<file path="config.mk">
export PLATFORM = sky130hd
export DESIGN_NAME = ros_cfg
export DESIGN_NICKNAME = d
export VERILOG_FILES = /design/src/ros_sync.v /design/src/ros_cfg.v
export VERILOG_INCLUDE_DIRS = /design/src
export SDC_FILE = /design/constraint.sdc
export NUM_CORES = 1
export LEC_CHECK = 0
export BUFFER_PORTS_ARGS = -buffer_cell sky130_fd_sc_hd__buf_2
export CAP_MARGIN = 20
export CELL_PAD_IN_SITES_DETAIL_PLACEMENT = 0
export CELL_PAD_IN_SITES_GLOBAL_PLACEMENT = 1
export CORE_ASPECT_RATIO = 0.6
export CORE_MARGIN = 2
export CORE_UTILIZATION = 37
export DETAILED_ROUTE_END_ITERATION = 10
export MAX_ROUTING_LAYER = met4
export PLACE_DENSITY_LB_ADDON = 0.1
export SYNTH_ARGS = -nofsm -noshare
export SYNTH_HDL_FRONTEND = slang
export SYNTH_SLANG_ARGS = --single-unit
</file>
<file path="constraint.sdc">
create_clock -name clk_sys -period 4.1 [get_ports clk_sys]
set_input_delay 0.41 -clock clk_sys [delete_from_list [all_inputs] [get_ports clk_sys]]
set_output_delay 0.41 -clock clk_sys [all_outputs]
set_load 0.05 [all_outputs]
</file>
<file path="src/ros_cfg_defines.vh">
`ifndef ROS_CFG_DEFINES_VH
`define ROS_CFG_DEFINES_VH

// register addresses (5-bit address field of the instruction)
`define ROS_ADDR_IO_DIR        5'h06
`define ROS_ADDR_REF_OSC       5'h07
`define ROS_ADDR_SER_CFG       5'h18

// instruction byte fields
`define ROS_INS_DIRECT_BIT     7
`define ROS_INS_READ_BIT       6
`define ROS_INS_ADDR_MSB       4

// direction register layout
`define ROS_IO_DIR_MASK        8'h0F
`define ROS_IO_DIR_RESET       8'h00

// reference/oscillator register layout
`define ROS_REF_OSC_MASK       8'h3F
`define ROS_REF_OSC_RESET      8'h00
`define ROS_BIT_CLK_SRC        5
`define ROS_BIT_OSC_EN         4
`define ROS_BIT_REF_EN         3
`define ROS_BIT_BUF_EN         2
`define ROS_BIT_REF_LEVEL      1
`define ROS_BIT_BANDGAP        0

// serial config register layout, each control mirrored about the centre
`define ROS_SER_CFG_MASK       8'hE7
`define ROS_SER_CFG_RESET      8'h00
`define ROS_BIT_LSB_HI         7
`define ROS_BIT_2W_HI          6
`define ROS_BIT_EARLY_HI       5
`define ROS_BIT_EARLY_LO       2
`define ROS_BIT_2W_LO          1
`define ROS_BIT_LSB_LO         0

// reference level codes on reference_level_code
`define ROS_VREF_2V5           2'h0
`define ROS_VREF_2V048         2'h1
`define ROS_VREF_1V15          2'h2

// oscillator timing
`define ROS_SYS_FREQ_KHZ       25000
`define ROS_OSC_FREQ_KHZ       2500
`define ROS_OSC_HALF_CYC       (`ROS_SYS_FREQ_KHZ / (2 * `ROS_OSC_FREQ_KHZ))

`endif

</file>
<file path="src/ros_sync.v">
`default_nettype none

// three-stage synchroniser; the output moves only when stages two and three agree
module ros_sync (
    // clock and reset
    input  wire clk_sys,
    input  wire rst_n,
    // asynchronous level in, settled level out
    input  wire async_in,
    output reg  sync_out
);

    reg stage1;  // metastability catcher, read only by stage2
    reg stage2;  // second stage
    reg stage3;  // third stage

    // shift chain plus agreement filter
    always @(posedge clk_sys) begin
        if (!rst_n) begin
            stage1   <= 1'b0;
            stage2   <= 1'b0;
            stage3   <= 1'b0;
            sync_out <= 1'b0;
        end else begin
            stage1 <= async_in;
            stage2 <= stage1;
            stage3 <= stage2;
            // a change counts only once two stages agree
            if (stage2 == stage3) begin
                sync_out <= stage3;
            end
        end
    end

endmodule

`default_nettype wire

</file>
<file path="src/ros_cfg.v">
// Contract
// - clock source bit picks oscillator or divided conversion clock (pin, or oscillator when enabled)
// - oscillator enable drives clock pin, else input
// - source and reference enable also run oscillator
// - pin or register bits run oscillator; reset zero
// - reference enable powers reference, default off
// - buffer enable powers buffer, default off
// - bandgap overrides level bit; level picks 2.5/2.048
// - direction bits make io pins outputs
// - mirrored serial control bits, either activates
// - serial control sets order, wires, release
// - bit order bit selects lsb first
// - two wire mode drives data input pin
// - early release frees pin on last edge
`include "ros_cfg_defines.vh"
`default_nettype none

module ros_cfg #(
    parameter DIV_W = 3  // conversion clock divider width, up to divide by 8
) (
    // clock and reset
    input  wire       clk_sys,
    input  wire       rst_n,
    // serial interface pins
    input  wire       serial_clk,
    input  wire       chip_select_n,
    input  wire       din_in,
    output reg        din_out,
    output reg        din_oe,
    output reg        dout_out,
    output reg        dout_oe,
    // conversion clock pin, two-way
    input  wire       conversion_clock_pin_in,
    output reg        conversion_clock_pin_out,
    output reg        conversion_clock_pin_oe,
    // oscillator enable pin
    input  wire       pin_a,
    // clock divide field from the converter control register
    input  wire [1:0] clock_divide,
    // analog controls
    output reg        ref_clock,
    output reg        osc_running,
    output reg        reference_power_enable,
    output reg        ref_buffer_power_enable,
    output reg  [1:0] reference_level_code,
    output reg  [3:0] io_direction
);

    // one-hot serial states
    localparam [3:0] ST_INSTR = 4'h1;  // receiving instruction byte
    localparam [3:0] ST_WDATA = 4'h2;  // receiving write data
    localparam [3:0] ST_RDATA = 4'h4;  // sending read data
    localparam [3:0] ST_DONE  = 4'h8;  // frame spent, wait for deselect

    localparam integer OSC_HALF_CNT = `ROS_OSC_HALF_CYC - 1;  // toggle point
    localparam [2:0]   OSC_HALF     = OSC_HALF_CNT[2:0];      // cut to counter width

    // register contents
    reg  [7:0] digital_io_direction;         // address 6
    reg  [7:0] reference_oscillator_config;  // address 7
    reg  [7:0] serial_interface_config;      // address 24

    // settled pin levels
    wire       sclk_s;    // serial clock
    wire       cs_n_s;    // chip select, active low
    wire       din_s;     // serial data in
    wire       conversion_clock_pin_s;    // conversion clock pin
    wire       pin_a_s;   // oscillator enable pin
    wire       cs_n_raw;  // selected level, inverted so reset reads deselected
    reg        sclk_q;    // previous serial clock
    reg        cs_n_q;    // previous chip select

    // serial engine
    reg  [3:0] state;     // one-hot state
    reg  [2:0] bit_cnt;   // bits seen in current byte
    reg  [7:0] rx_sh;     // receive shifter
    reg  [7:0] tx_sh;     // transmit shifter
    reg  [4:0] addr;      // addressed register
    reg  [7:0] next_rx;   // receive shifter with the new bit
    reg  [7:0] read_val;  // readback of addressed register

    // oscillator and divider
    reg  [2:0]       osc_cnt;  // half period counter
    reg              osc_clk;  // modelled internal oscillator
    reg              conv_q;   // previous conversion clock
    reg  [DIV_W-1:0] div_cnt;  // conversion clock divider
    reg              div_clk;  // divided conversion clock

    // decoded controls, each serial function active if either mirror bit is set
    wire lsb_first   = serial_interface_config[`ROS_BIT_LSB_HI]
                     | serial_interface_config[`ROS_BIT_LSB_LO];
    wire two_wire    = serial_interface_config[`ROS_BIT_2W_HI]
                     | serial_interface_config[`ROS_BIT_2W_LO];
    wire early_rel   = serial_interface_config[`ROS_BIT_EARLY_HI]
                     | serial_interface_config[`ROS_BIT_EARLY_LO];
    wire clk_src_osc = reference_oscillator_config[`ROS_BIT_CLK_SRC];
    wire osc_en_bit  = reference_oscillator_config[`ROS_BIT_OSC_EN];
    wire ref_en_bit  = reference_oscillator_config[`ROS_BIT_REF_EN];

    // edges of the settled serial pins
    wire sclk_rise  = sclk_s & ~sclk_q;   // active edge
    wire sclk_fall  = ~sclk_s & sclk_q;   // inactive edge
    wire cs_release = cs_n_s & ~cs_n_q;   // deselect
    wire last_bit   = (bit_cnt == 3'h7);  // eighth active edge
    wire conv_clk   = osc_en_bit ? osc_clk : conversion_clock_pin_s;
    wire conv_rise  = conv_clk & ~conv_q;

    // oscillator runs on pin, enable bit, or reference clocking needs
    wire osc_on = pin_a_s | osc_en_bit | (clk_src_osc & ref_en_bit);

    // synchronisers for every pin from outside
    ros_sync u_sync_sclk (
        .clk_sys  (clk_sys),
        .rst_n    (rst_n),
        .async_in (serial_clk),
        .sync_out (sclk_s)
    );
    ros_sync u_sync_cs (
        .clk_sys  (clk_sys),
        .rst_n    (rst_n),
        .async_in (~chip_select_n),
        .sync_out (cs_n_raw)
    );
    assign cs_n_s = ~cs_n_raw;  // back to active-low sense
    ros_sync u_sync_din (
        .clk_sys  (clk_sys),
        .rst_n    (rst_n),
        .async_in (din_in),
        .sync_out (din_s)
    );
    ros_sync u_sync_conversion_clock_pin (
        .clk_sys  (clk_sys),
        .rst_n    (rst_n),
        .async_in (conversion_clock_pin_in),
        .sync_out (conversion_clock_pin_s)
    );
    ros_sync u_sync_pin_a (
        .clk_sys  (clk_sys),
        .rst_n    (rst_n),
        .async_in (pin_a),
        .sync_out (pin_a_s)
    );

    // receive shift and readback mux
    always @* begin
        // bit order applies to every byte in and out
        if (lsb_first) begin
            next_rx = {din_s, rx_sh[7:1]};
        end else begin
            next_rx = {rx_sh[6:0], din_s};
        end
        // reserved bits are masked so they always read zero
        case (next_rx[`ROS_INS_ADDR_MSB:0])
            `ROS_ADDR_IO_DIR:  read_val = digital_io_direction & `ROS_IO_DIR_MASK;
            `ROS_ADDR_REF_OSC: read_val = reference_oscillator_config
                                        & `ROS_REF_OSC_MASK;
            `ROS_ADDR_SER_CFG: read_val = serial_interface_config
                                        & `ROS_SER_CFG_MASK;
            default:           read_val = 8'h00;
        endcase
    end

    // serial engine: instruction, register write or register read
    always @(posedge clk_sys) begin
        if (!rst_n) begin
            state                       <= ST_INSTR;
            bit_cnt                     <= 3'h0;
            rx_sh                       <= 8'h00;
            tx_sh                       <= 8'h00;
            addr                        <= 5'h00;
            sclk_q                      <= 1'b0;
            cs_n_q                      <= 1'b1;
            dout_out                    <= 1'b0;
            dout_oe                     <= 1'b0;
            din_out                     <= 1'b0;
            din_oe                      <= 1'b0;
            digital_io_direction        <= `ROS_IO_DIR_RESET;
            reference_oscillator_config <= `ROS_REF_OSC_RESET;
            serial_interface_config     <= `ROS_SER_CFG_RESET;
        end else begin
            sclk_q <= sclk_s;
            cs_n_q <= cs_n_s;
            if (cs_n_s) begin
                // deselect ends any frame and always frees the data pins
                state   <= ST_INSTR;
                bit_cnt <= 3'h0;
                if (cs_release) begin
                    dout_oe <= 1'b0;
                    din_oe  <= 1'b0;
                end
            end else if (sclk_rise) begin
                rx_sh   <= next_rx;
                bit_cnt <= bit_cnt + 3'h1;
                case (state)
                    ST_INSTR: begin
                        // only register-mode instructions are acted on here
                        if (last_bit) begin
                            addr <= next_rx[`ROS_INS_ADDR_MSB:0];
                            if (next_rx[`ROS_INS_DIRECT_BIT]) begin
                                state <= ST_DONE;
                            end else if (next_rx[`ROS_INS_READ_BIT]) begin
                                tx_sh <= read_val;
                                state <= ST_RDATA;
                            end else begin
                                state <= ST_WDATA;
                            end
                        end
                    end
                    ST_WDATA: begin
                        // reserved bits are dropped on write
                        if (last_bit) begin
                            state <= ST_DONE;
                            case (addr)
                                `ROS_ADDR_IO_DIR:  digital_io_direction <=
                                    next_rx & `ROS_IO_DIR_MASK;
                                `ROS_ADDR_REF_OSC: reference_oscillator_config <=
                                    next_rx & `ROS_REF_OSC_MASK;
                                `ROS_ADDR_SER_CFG: serial_interface_config <=
                                    next_rx & `ROS_SER_CFG_MASK;
                                default: ;
                            endcase
                        end
                    end
                    ST_RDATA: begin
                        // eighth active edge of the data byte ends the read
                        if (last_bit) begin
                            state <= ST_DONE;
                            if (early_rel) begin
                                dout_oe <= 1'b0;
                                din_oe  <= 1'b0;
                            end
                        end
                    end
                    ST_DONE: begin
                        // extra clocks after the byte are ignored
                        bit_cnt <= 3'h0;
                    end
                    default: state <= ST_INSTR;
                endcase
            end else if (sclk_fall) begin
                if (state == ST_RDATA) begin
                    // present the next bit on the inactive edge
                    dout_oe  <= 1'b1;
                    din_oe   <= two_wire;
                    dout_out <= lsb_first ? tx_sh[0] : tx_sh[7];
                    din_out  <= lsb_first ? tx_sh[0] : tx_sh[7];
                    tx_sh    <= lsb_first ? {1'b0, tx_sh[7:1]} : {tx_sh[6:0], 1'b0};
                end else if (state == ST_DONE) begin
                    // normal release waits for the inactive edge
                    dout_oe <= 1'b0;
                    din_oe  <= 1'b0;
                end
            end
        end
    end

    // internal oscillator model, a divided system clock
    always @(posedge clk_sys) begin
        if (!rst_n) begin
            osc_cnt <= 3'h0;
            osc_clk <= 1'b0;
        end else if (!osc_on) begin
            // powered down: parked low so no stray edge appears
            osc_cnt <= 3'h0;
            osc_clk <= 1'b0;
        end else if (osc_cnt == OSC_HALF) begin
            osc_cnt <= 3'h0;
            osc_clk <= ~osc_clk;
        end else begin
            osc_cnt <= osc_cnt + 3'h1;
        end
    end

    // conversion clock divider, counted on conversion clock rises
    always @(posedge clk_sys) begin
        if (!rst_n) begin
            conv_q  <= 1'b0;
            div_cnt <= {DIV_W{1'b0}};
            div_clk <= 1'b0;
        end else begin
            conv_q <= conv_clk;
            if (conv_rise) begin
                div_cnt <= div_cnt + 1'b1;
            end
            // divide by 1, 2, 4 or 8
            case (clock_divide)
                2'h0:    div_clk <= conv_clk;
                2'h1:    div_clk <= div_cnt[0];
                2'h2:    div_clk <= div_cnt[1];
                default: div_clk <= div_cnt[2];
            endcase
        end
    end

    // analog-facing controls; register outputs keep the pins glitch free
    always @(posedge clk_sys) begin
        if (!rst_n) begin
            ref_clock                <= 1'b0;
            osc_running              <= 1'b0;
            conversion_clock_pin_out <= 1'b0;
            conversion_clock_pin_oe  <= 1'b0;
            reference_power_enable   <= 1'b0;
            ref_buffer_power_enable  <= 1'b0;
            reference_level_code     <= `ROS_VREF_2V5;
            io_direction             <= 4'h0;
        end else begin
            ref_clock                <= clk_src_osc ? osc_clk : div_clk;
            osc_running              <= osc_on;
            conversion_clock_pin_out <= osc_clk;
            conversion_clock_pin_oe  <= osc_en_bit;
            reference_power_enable   <= ref_en_bit;
            ref_buffer_power_enable  <=
                reference_oscillator_config[`ROS_BIT_BUF_EN];
            // bandgap select wins over the level bit
            if (reference_oscillator_config[`ROS_BIT_BANDGAP]) begin
                reference_level_code <= `ROS_VREF_1V15;
            end else if (reference_oscillator_config[`ROS_BIT_REF_LEVEL]) begin
                reference_level_code <= `ROS_VREF_2V048;
            end else begin
                reference_level_code <= `ROS_VREF_2V5;
            end
            io_direction <= digital_io_direction[3:0];
        end
    end

endmodule

`default_nettype wire

</file>
After elaboration in Yosys (flattened, before gate mapping)
Cells that the tools add are included.
{"block": "totals", "reg_bits": 90, "input_bits": 9, "out_inout_bits": 16}
{"block": "op_classes", "add_sub_neg": 3, "n_eq_ne": 30, "n_mux": 35, "bitwise_logic": 21, "n_reduce_logical": 18}
{"operator": "8-bit 2-to-1 mux", "count": 9}
{"operator": "8-bit case mux with 3 select lines", "count": 1}
{"operator": "5-bit by 3-bit == test with 1-bit output, second input constant", "count": 4}
{"operator": "1-bit 2-to-1 mux", "count": 17}
{"operator": "3-bit != test, second input constant", "count": 5}
{"operator": "5-bit AND reduction", "count": 3}
{"operator": "4-bit 2-to-1 mux", "count": 3}
{"operator": "4-bit case mux with 3 select lines", "count": 1}
{"operator": "4-bit AND reduction", "count": 3}
{"operator": "1-bit inverter", "count": 11}
{"operator": "5-bit == test, second input constant", "count": 2}
{"operator": "3-bit by 1-bit adder with 3-bit output, second input constant", "count": 3}
{"operator": "7-bit AND reduction", "count": 1}
{"operator": "3-bit == test, second input constant", "count": 2}
{"operator": "3-bit 2-to-1 mux", "count": 2}
{"operator": "2-bit by 1-bit != test with 1-bit output, second input constant", "count": 3}
{"operator": "2-bit != test, second input constant", "count": 3}
{"operator": "2-bit AND reduction", "count": 3}
{"operator": "6-bit AND reduction", "count": 1}
{"operator": "2-bit nonzero test", "count": 3}
{"operator": "1-bit AND", "count": 5}
{"operator": "1-bit == test", "count": 5}
{"operator": "1-bit bitwise OR", "count": 5}
{"operator": "4-bit by 1-bit == test with 1-bit output, second input constant", "count": 1}
{"operator": "10 further kinds", "count": 11}

Longest topological paths before layout
{"block": "logic_depth", "ltp_word": 9, "depth_mapped": 8, "mapped_depth_nobuf": 7}

Cells and area by module
Synthesis repeated with hierarchy kept, for this count alone.
{"block": "unflattened", "cells_unflattened": 411, "hier_area_um2": 3844.9}
{"mod": "ros_cfg", "n_inst": 1, "cells_each": 361, "area_per_inst_um2": 3263.1, "seq_area_each_um2": 1401.3}
{"mod": "ros_sync", "n_inst": 5, "cells_each": 10, "area_per_inst_um2": 116.4, "seq_area_each_um2": 80.1}

Worst setup path after synthesis
OpenSTA, ideal clock, no wires.
{"block": "synth_timing", "kind": "reg2reg", "startpoint": "register bit_cnt[0]", "endpoint": "register serial_interface_config[7]", "setup_ns": 0.071, "arrival_time_ns": 1.797, "required_time_ns": 4.029, "slack_ns": 2.233, "path_stages_with_launch": 8, "n_path_buf": 1, "cell_sequence": "dfxtp_1 ha_1 ha_1 nand4_2 or4_4 buf_6 or2_0 a21oi_1"}
{"block": "synth_between", "elab_chain_len": 2}
{"element": "from (decl)", "line": "ros_cfg.v:75", "rtl": "reg [2:0] bit_cnt;"}
{"element": "from (signal assigned)", "line": "ros_cfg.v:193", "rtl": "bit_cnt <= bit_cnt + 3'h1;"}
{"element": "3-bit == test", "line": "ros_cfg.v:104", "rtl": "wire last_bit = (bit_cnt == 3'h7);"}
{"element": "5-bit AND reduction (no source line)"}
{"element": "to (signal assigned)", "line": "ros_cfg.v:179", "rtl": "serial_interface_config <= `ROS_SER_CFG_RESET;"}
{"element": "to (signal assigned)", "line": "ros_cfg.v:218", "rtl": "`ROS_ADDR_SER_CFG: serial_interface_config <="}
{"element": "to (decl)", "line": "ros_cfg.v:61", "rtl": "reg [7:0] serial_interface_config;"}
No other way between the ends.
A chain may end at the register's enable or synchronous reset.

Final worst setup path
{"block": "layout_timing", "startpoint": "register u_sync_sclk.sync_out", "endpoint": "register tx_sh[4]"}
{"element": "from (decl)", "line": "ros_sync.v:10", "rtl": "output reg sync_out"}
{"element": "from (signal assigned)", "line": "ros_sync.v:30", "rtl": "sync_out <= stage3;"}
{"element": "1-bit AND (*)", "line": "ros_cfg.v:101", "rtl": "wire sclk_rise = sclk_s & ~sclk_q;"}
{"element": "via sclk_rise", "line": "ros_cfg.v:101"}
{"element": "2-bit by 1-bit != test with 1-bit output (no source line), or another cell as far along"}
{"element": "7-bit AND reduction (no source line)"}
{"element": "to (signal assigned)", "line": "ros_cfg.v:202", "rtl": "tx_sh <= read_val;"}
{"element": "to (signal assigned)", "line": "ros_cfg.v:247", "rtl": "tx_sh <= lsb_first ? {1'b0, tx_sh[7:1]} : {tx_sh[6:0], 1'b0};"}
{"element": "to (decl)", "line": "ros_cfg.v:77", "rtl": "reg [7:0] tx_sh;"}
The timed path passes the listed nets; every way through them passes the cells marked *.

==> qor.txt <==
Status = finished, final reports clean
Share of cells above drive strength 1 = 0.135
Post-synth design cell area = 3850 sq um
Min Tclk post-route = 2700 ps
RSZ-0062 raised after global routing = false
1st-pass router iterations = 5
PortBufs = 24
CTS Hold Bufs = 0
Setup TNS = 0 ps
Synth area leaders = dfxtp_1 (47%), a211oi_1 (6.0%), mux2i_1 (5.5%)
Syn Area/Cell = 9.29 sq um
Starting Density = 0.386
Clk_lat worst skew = 340 ps
Sequential cell area = 1800 sq um
Most common cell after layout, fill and taps aside = dfxtp_1
Crit path DAT = 2930 ps
Layout overhead on the synthesized area = 12.5%
CP Class = flop to flop
Clock Skew = 7.79 ps
Main synth FF type = dfxtp_1
Synth Register Bits = 90
CP max stage cell = and2_1
Post-synth cell types = 53
Clock Pin Slew Worst Setup and Hold Paths = 60 ps
Avg WL per Cell = 16.0 microns
Global-route wire length before repair = 15.2 mm
Vias = 2902
Crit path launch type = flop
Clock tree buffer depth = 2
Post-Layout Cell Count = 565
Setup violators final = 0
Post-synth top area cell = dfxtp_1
CTS tree = yes
Die X = 136 microns
Most frequent cells in the layout = dfxtp_1 (90), nor2_1 (46), nand2_1 (34)
Fmax = 0.371 GHz
Max-slew headroom = 0.426
IR drop worst, VDD = 0.218 mV
Gr usage total = 0.180
Lkg Pwr = 1.59 nW
CTS Root Cell = clkbuf_16
CTS resizes = 0
Antenna-violating nets left = 0
Post-Syn Instances = 415
CP Data Required Time = 4330 ps
P per Cell Area = 416 nW/um^2
Worst Hold Class = input pin to flop
Vias in the first global route = 2800
CP delay by family, top = compound AO/OA/AOI/OAI gates
TritonCTS buffer count = 9
Post-Place Cells = 549
Synth Warn # = 0
Grt total ovfl = 0
Crit path largest cell delay = 580 ps
Boundary pin count = 25
Seq/Total Area, Yosys = 0.468
DP HPWL = 6.18 mm
Total of max-cap violations = 0
Final clock period utilization by the worst path = 0.657
Core outline area = 9980 sq um
Site Rows = 28
Syn nets = 431
Number of synthesized flops with an enable pin = 0
Number of fill cells = 981
Largest net degree at the start of global routing = 38
Antenna violations before repair = 0
Setup crit end kind = flop
Critical path, cell by cell = ha_1, and2_1, nand3_1, o21ai_1, o311ai_0, o221a_2
Final Hold Fails = 0
N_diodes = 0
Crit-path max FO = 18
Buf+Inv Stages, Crit Path = 0
Die height = 83.1 microns
Clock sink count = 90
# DRC = 0
Max-slew violation count = 0
Worst-margin pin slew = 836 ps
H-tree depth = 3
Async set-or-reset flop fraction in the synthesized netlist = 0
Synth top area share = 0.468
Area of the multi-input gates = 1840 sq um
Routed wire length = 9.03 mm
Post-CTS setup buffer count = 0
Iteration-0 DRC Markers = 232
Vias per cell = 5.14
Gpl congestion = 0.834
Full die area = 11300 sq um
Final net count = 441
==> layout make-up <==
cell class / instances / area share
Multi-Input combinational cell: 281 / 0.424
Sequential cell: 90 / 0.415
Clock buffer: 9 / 0.0519
Tap cell: 135 / 0.0389
Timing Repair Buffer: 27 / 0.0323
Clock inverter: 7 / 0.0231
Inverter: 16 / 0.0138
==> cell usage after synthesis (10+ instances only) <==
library cell and instances:
clkbuf_1 13, nand2_1 34, o21ai_0 10, a21oi_1 25
dfxtp_1 90, inv_1 15, mux2i_1 21, nor2_1 46
and2_1 24, a211oi_1 31
==> routing by layer <==
metal	part of all wire	GRT usage	vias to the layer above	wire [microns]
met5	0	-	-	0
met4	0.0066	0.0483	0	60
met3	0.045	0.0476	6	404
met2	0.39	0.223	53	3480
met1	0.56	0.278	1347	5080
li1	-	-	1496	-
==> sequential cells by signal, summed over array words and instances, names as in the netlist, 2 cells and up <==
| register | cells |
|---|---|
| addr | 5 |
| bit_cnt | 3 |
| digital_io_direction | 4 |
| div_cnt | 3 |
| io_direction | 4 |
| osc_cnt | 3 |
| reference_level_code | 2 |
| reference_oscillator_config | 6 |
| rx_sh | 8 |
| serial_interface_config | 6 |
| state | 4 |
| tx_sh | 8 |
==> power breakdown <==
group          internal [mW]  switching (mW)  leakage, nW  total (mW)
Clock                  0.539           0.356        0.160       0.895
Sequential             0.881         0.00256        0.728       0.883
Combinational        0.00795          0.0175        0.699      0.0255
Total                   1.43           0.376         1.59        1.80
==> metrics by stage <==
| stage | utilization | total power, mW | hold WS (ps) | instance area, sq um | worst slack (ps) |
|---|---|---|---|---|---|
| final | 0.434 | 1.80 | 225 | 4340 | 1400 |
| after global routing | 0.434 | 1.88 | 211 | 4340 | 1130 |
| after CTS | 0.434 | 1.83 | 211 | 4340 | 1430 |
| after detailed placement | 0.402 | 0.929 | 419 | 4010 | 1460 |
| after global placement | 0.401 | 0.929 | 414 | 4010 | 1530 |
| after floorplan | - | 0.919 | 412 | 3850 | 2230 |
==> kinds of logic after synthesis <==
kind of cell	Yosys count	share of synthesized area
AND/OR/NAND/NOR	143	0.198
AO/OA/AOI/OAI	103	0.186
flip-flops	90	0.468
buffers and inverters	44	0.0549
multiplexers	22	0.0575
adder cells (fa/ha/maj)	7	0.0227
XOR/XNOR	6	0.0136
==> worst paths after layout <==
check	start	end	slack (ps)	cells after the start
worst max register to register	u_sync_sclk.sync_out	tx_sh[4]	1400	6
worst min register to register	u_sync_din.stage1	u_sync_din.stage2	430	1
worst max-delay path	u_sync_sclk.sync_out	tx_sh[4]	1400	6
worst min-delay path	chip_select_n	u_sync_cs.stage1	220	2
Note: power is estimated with default switching activity, not from simulation.
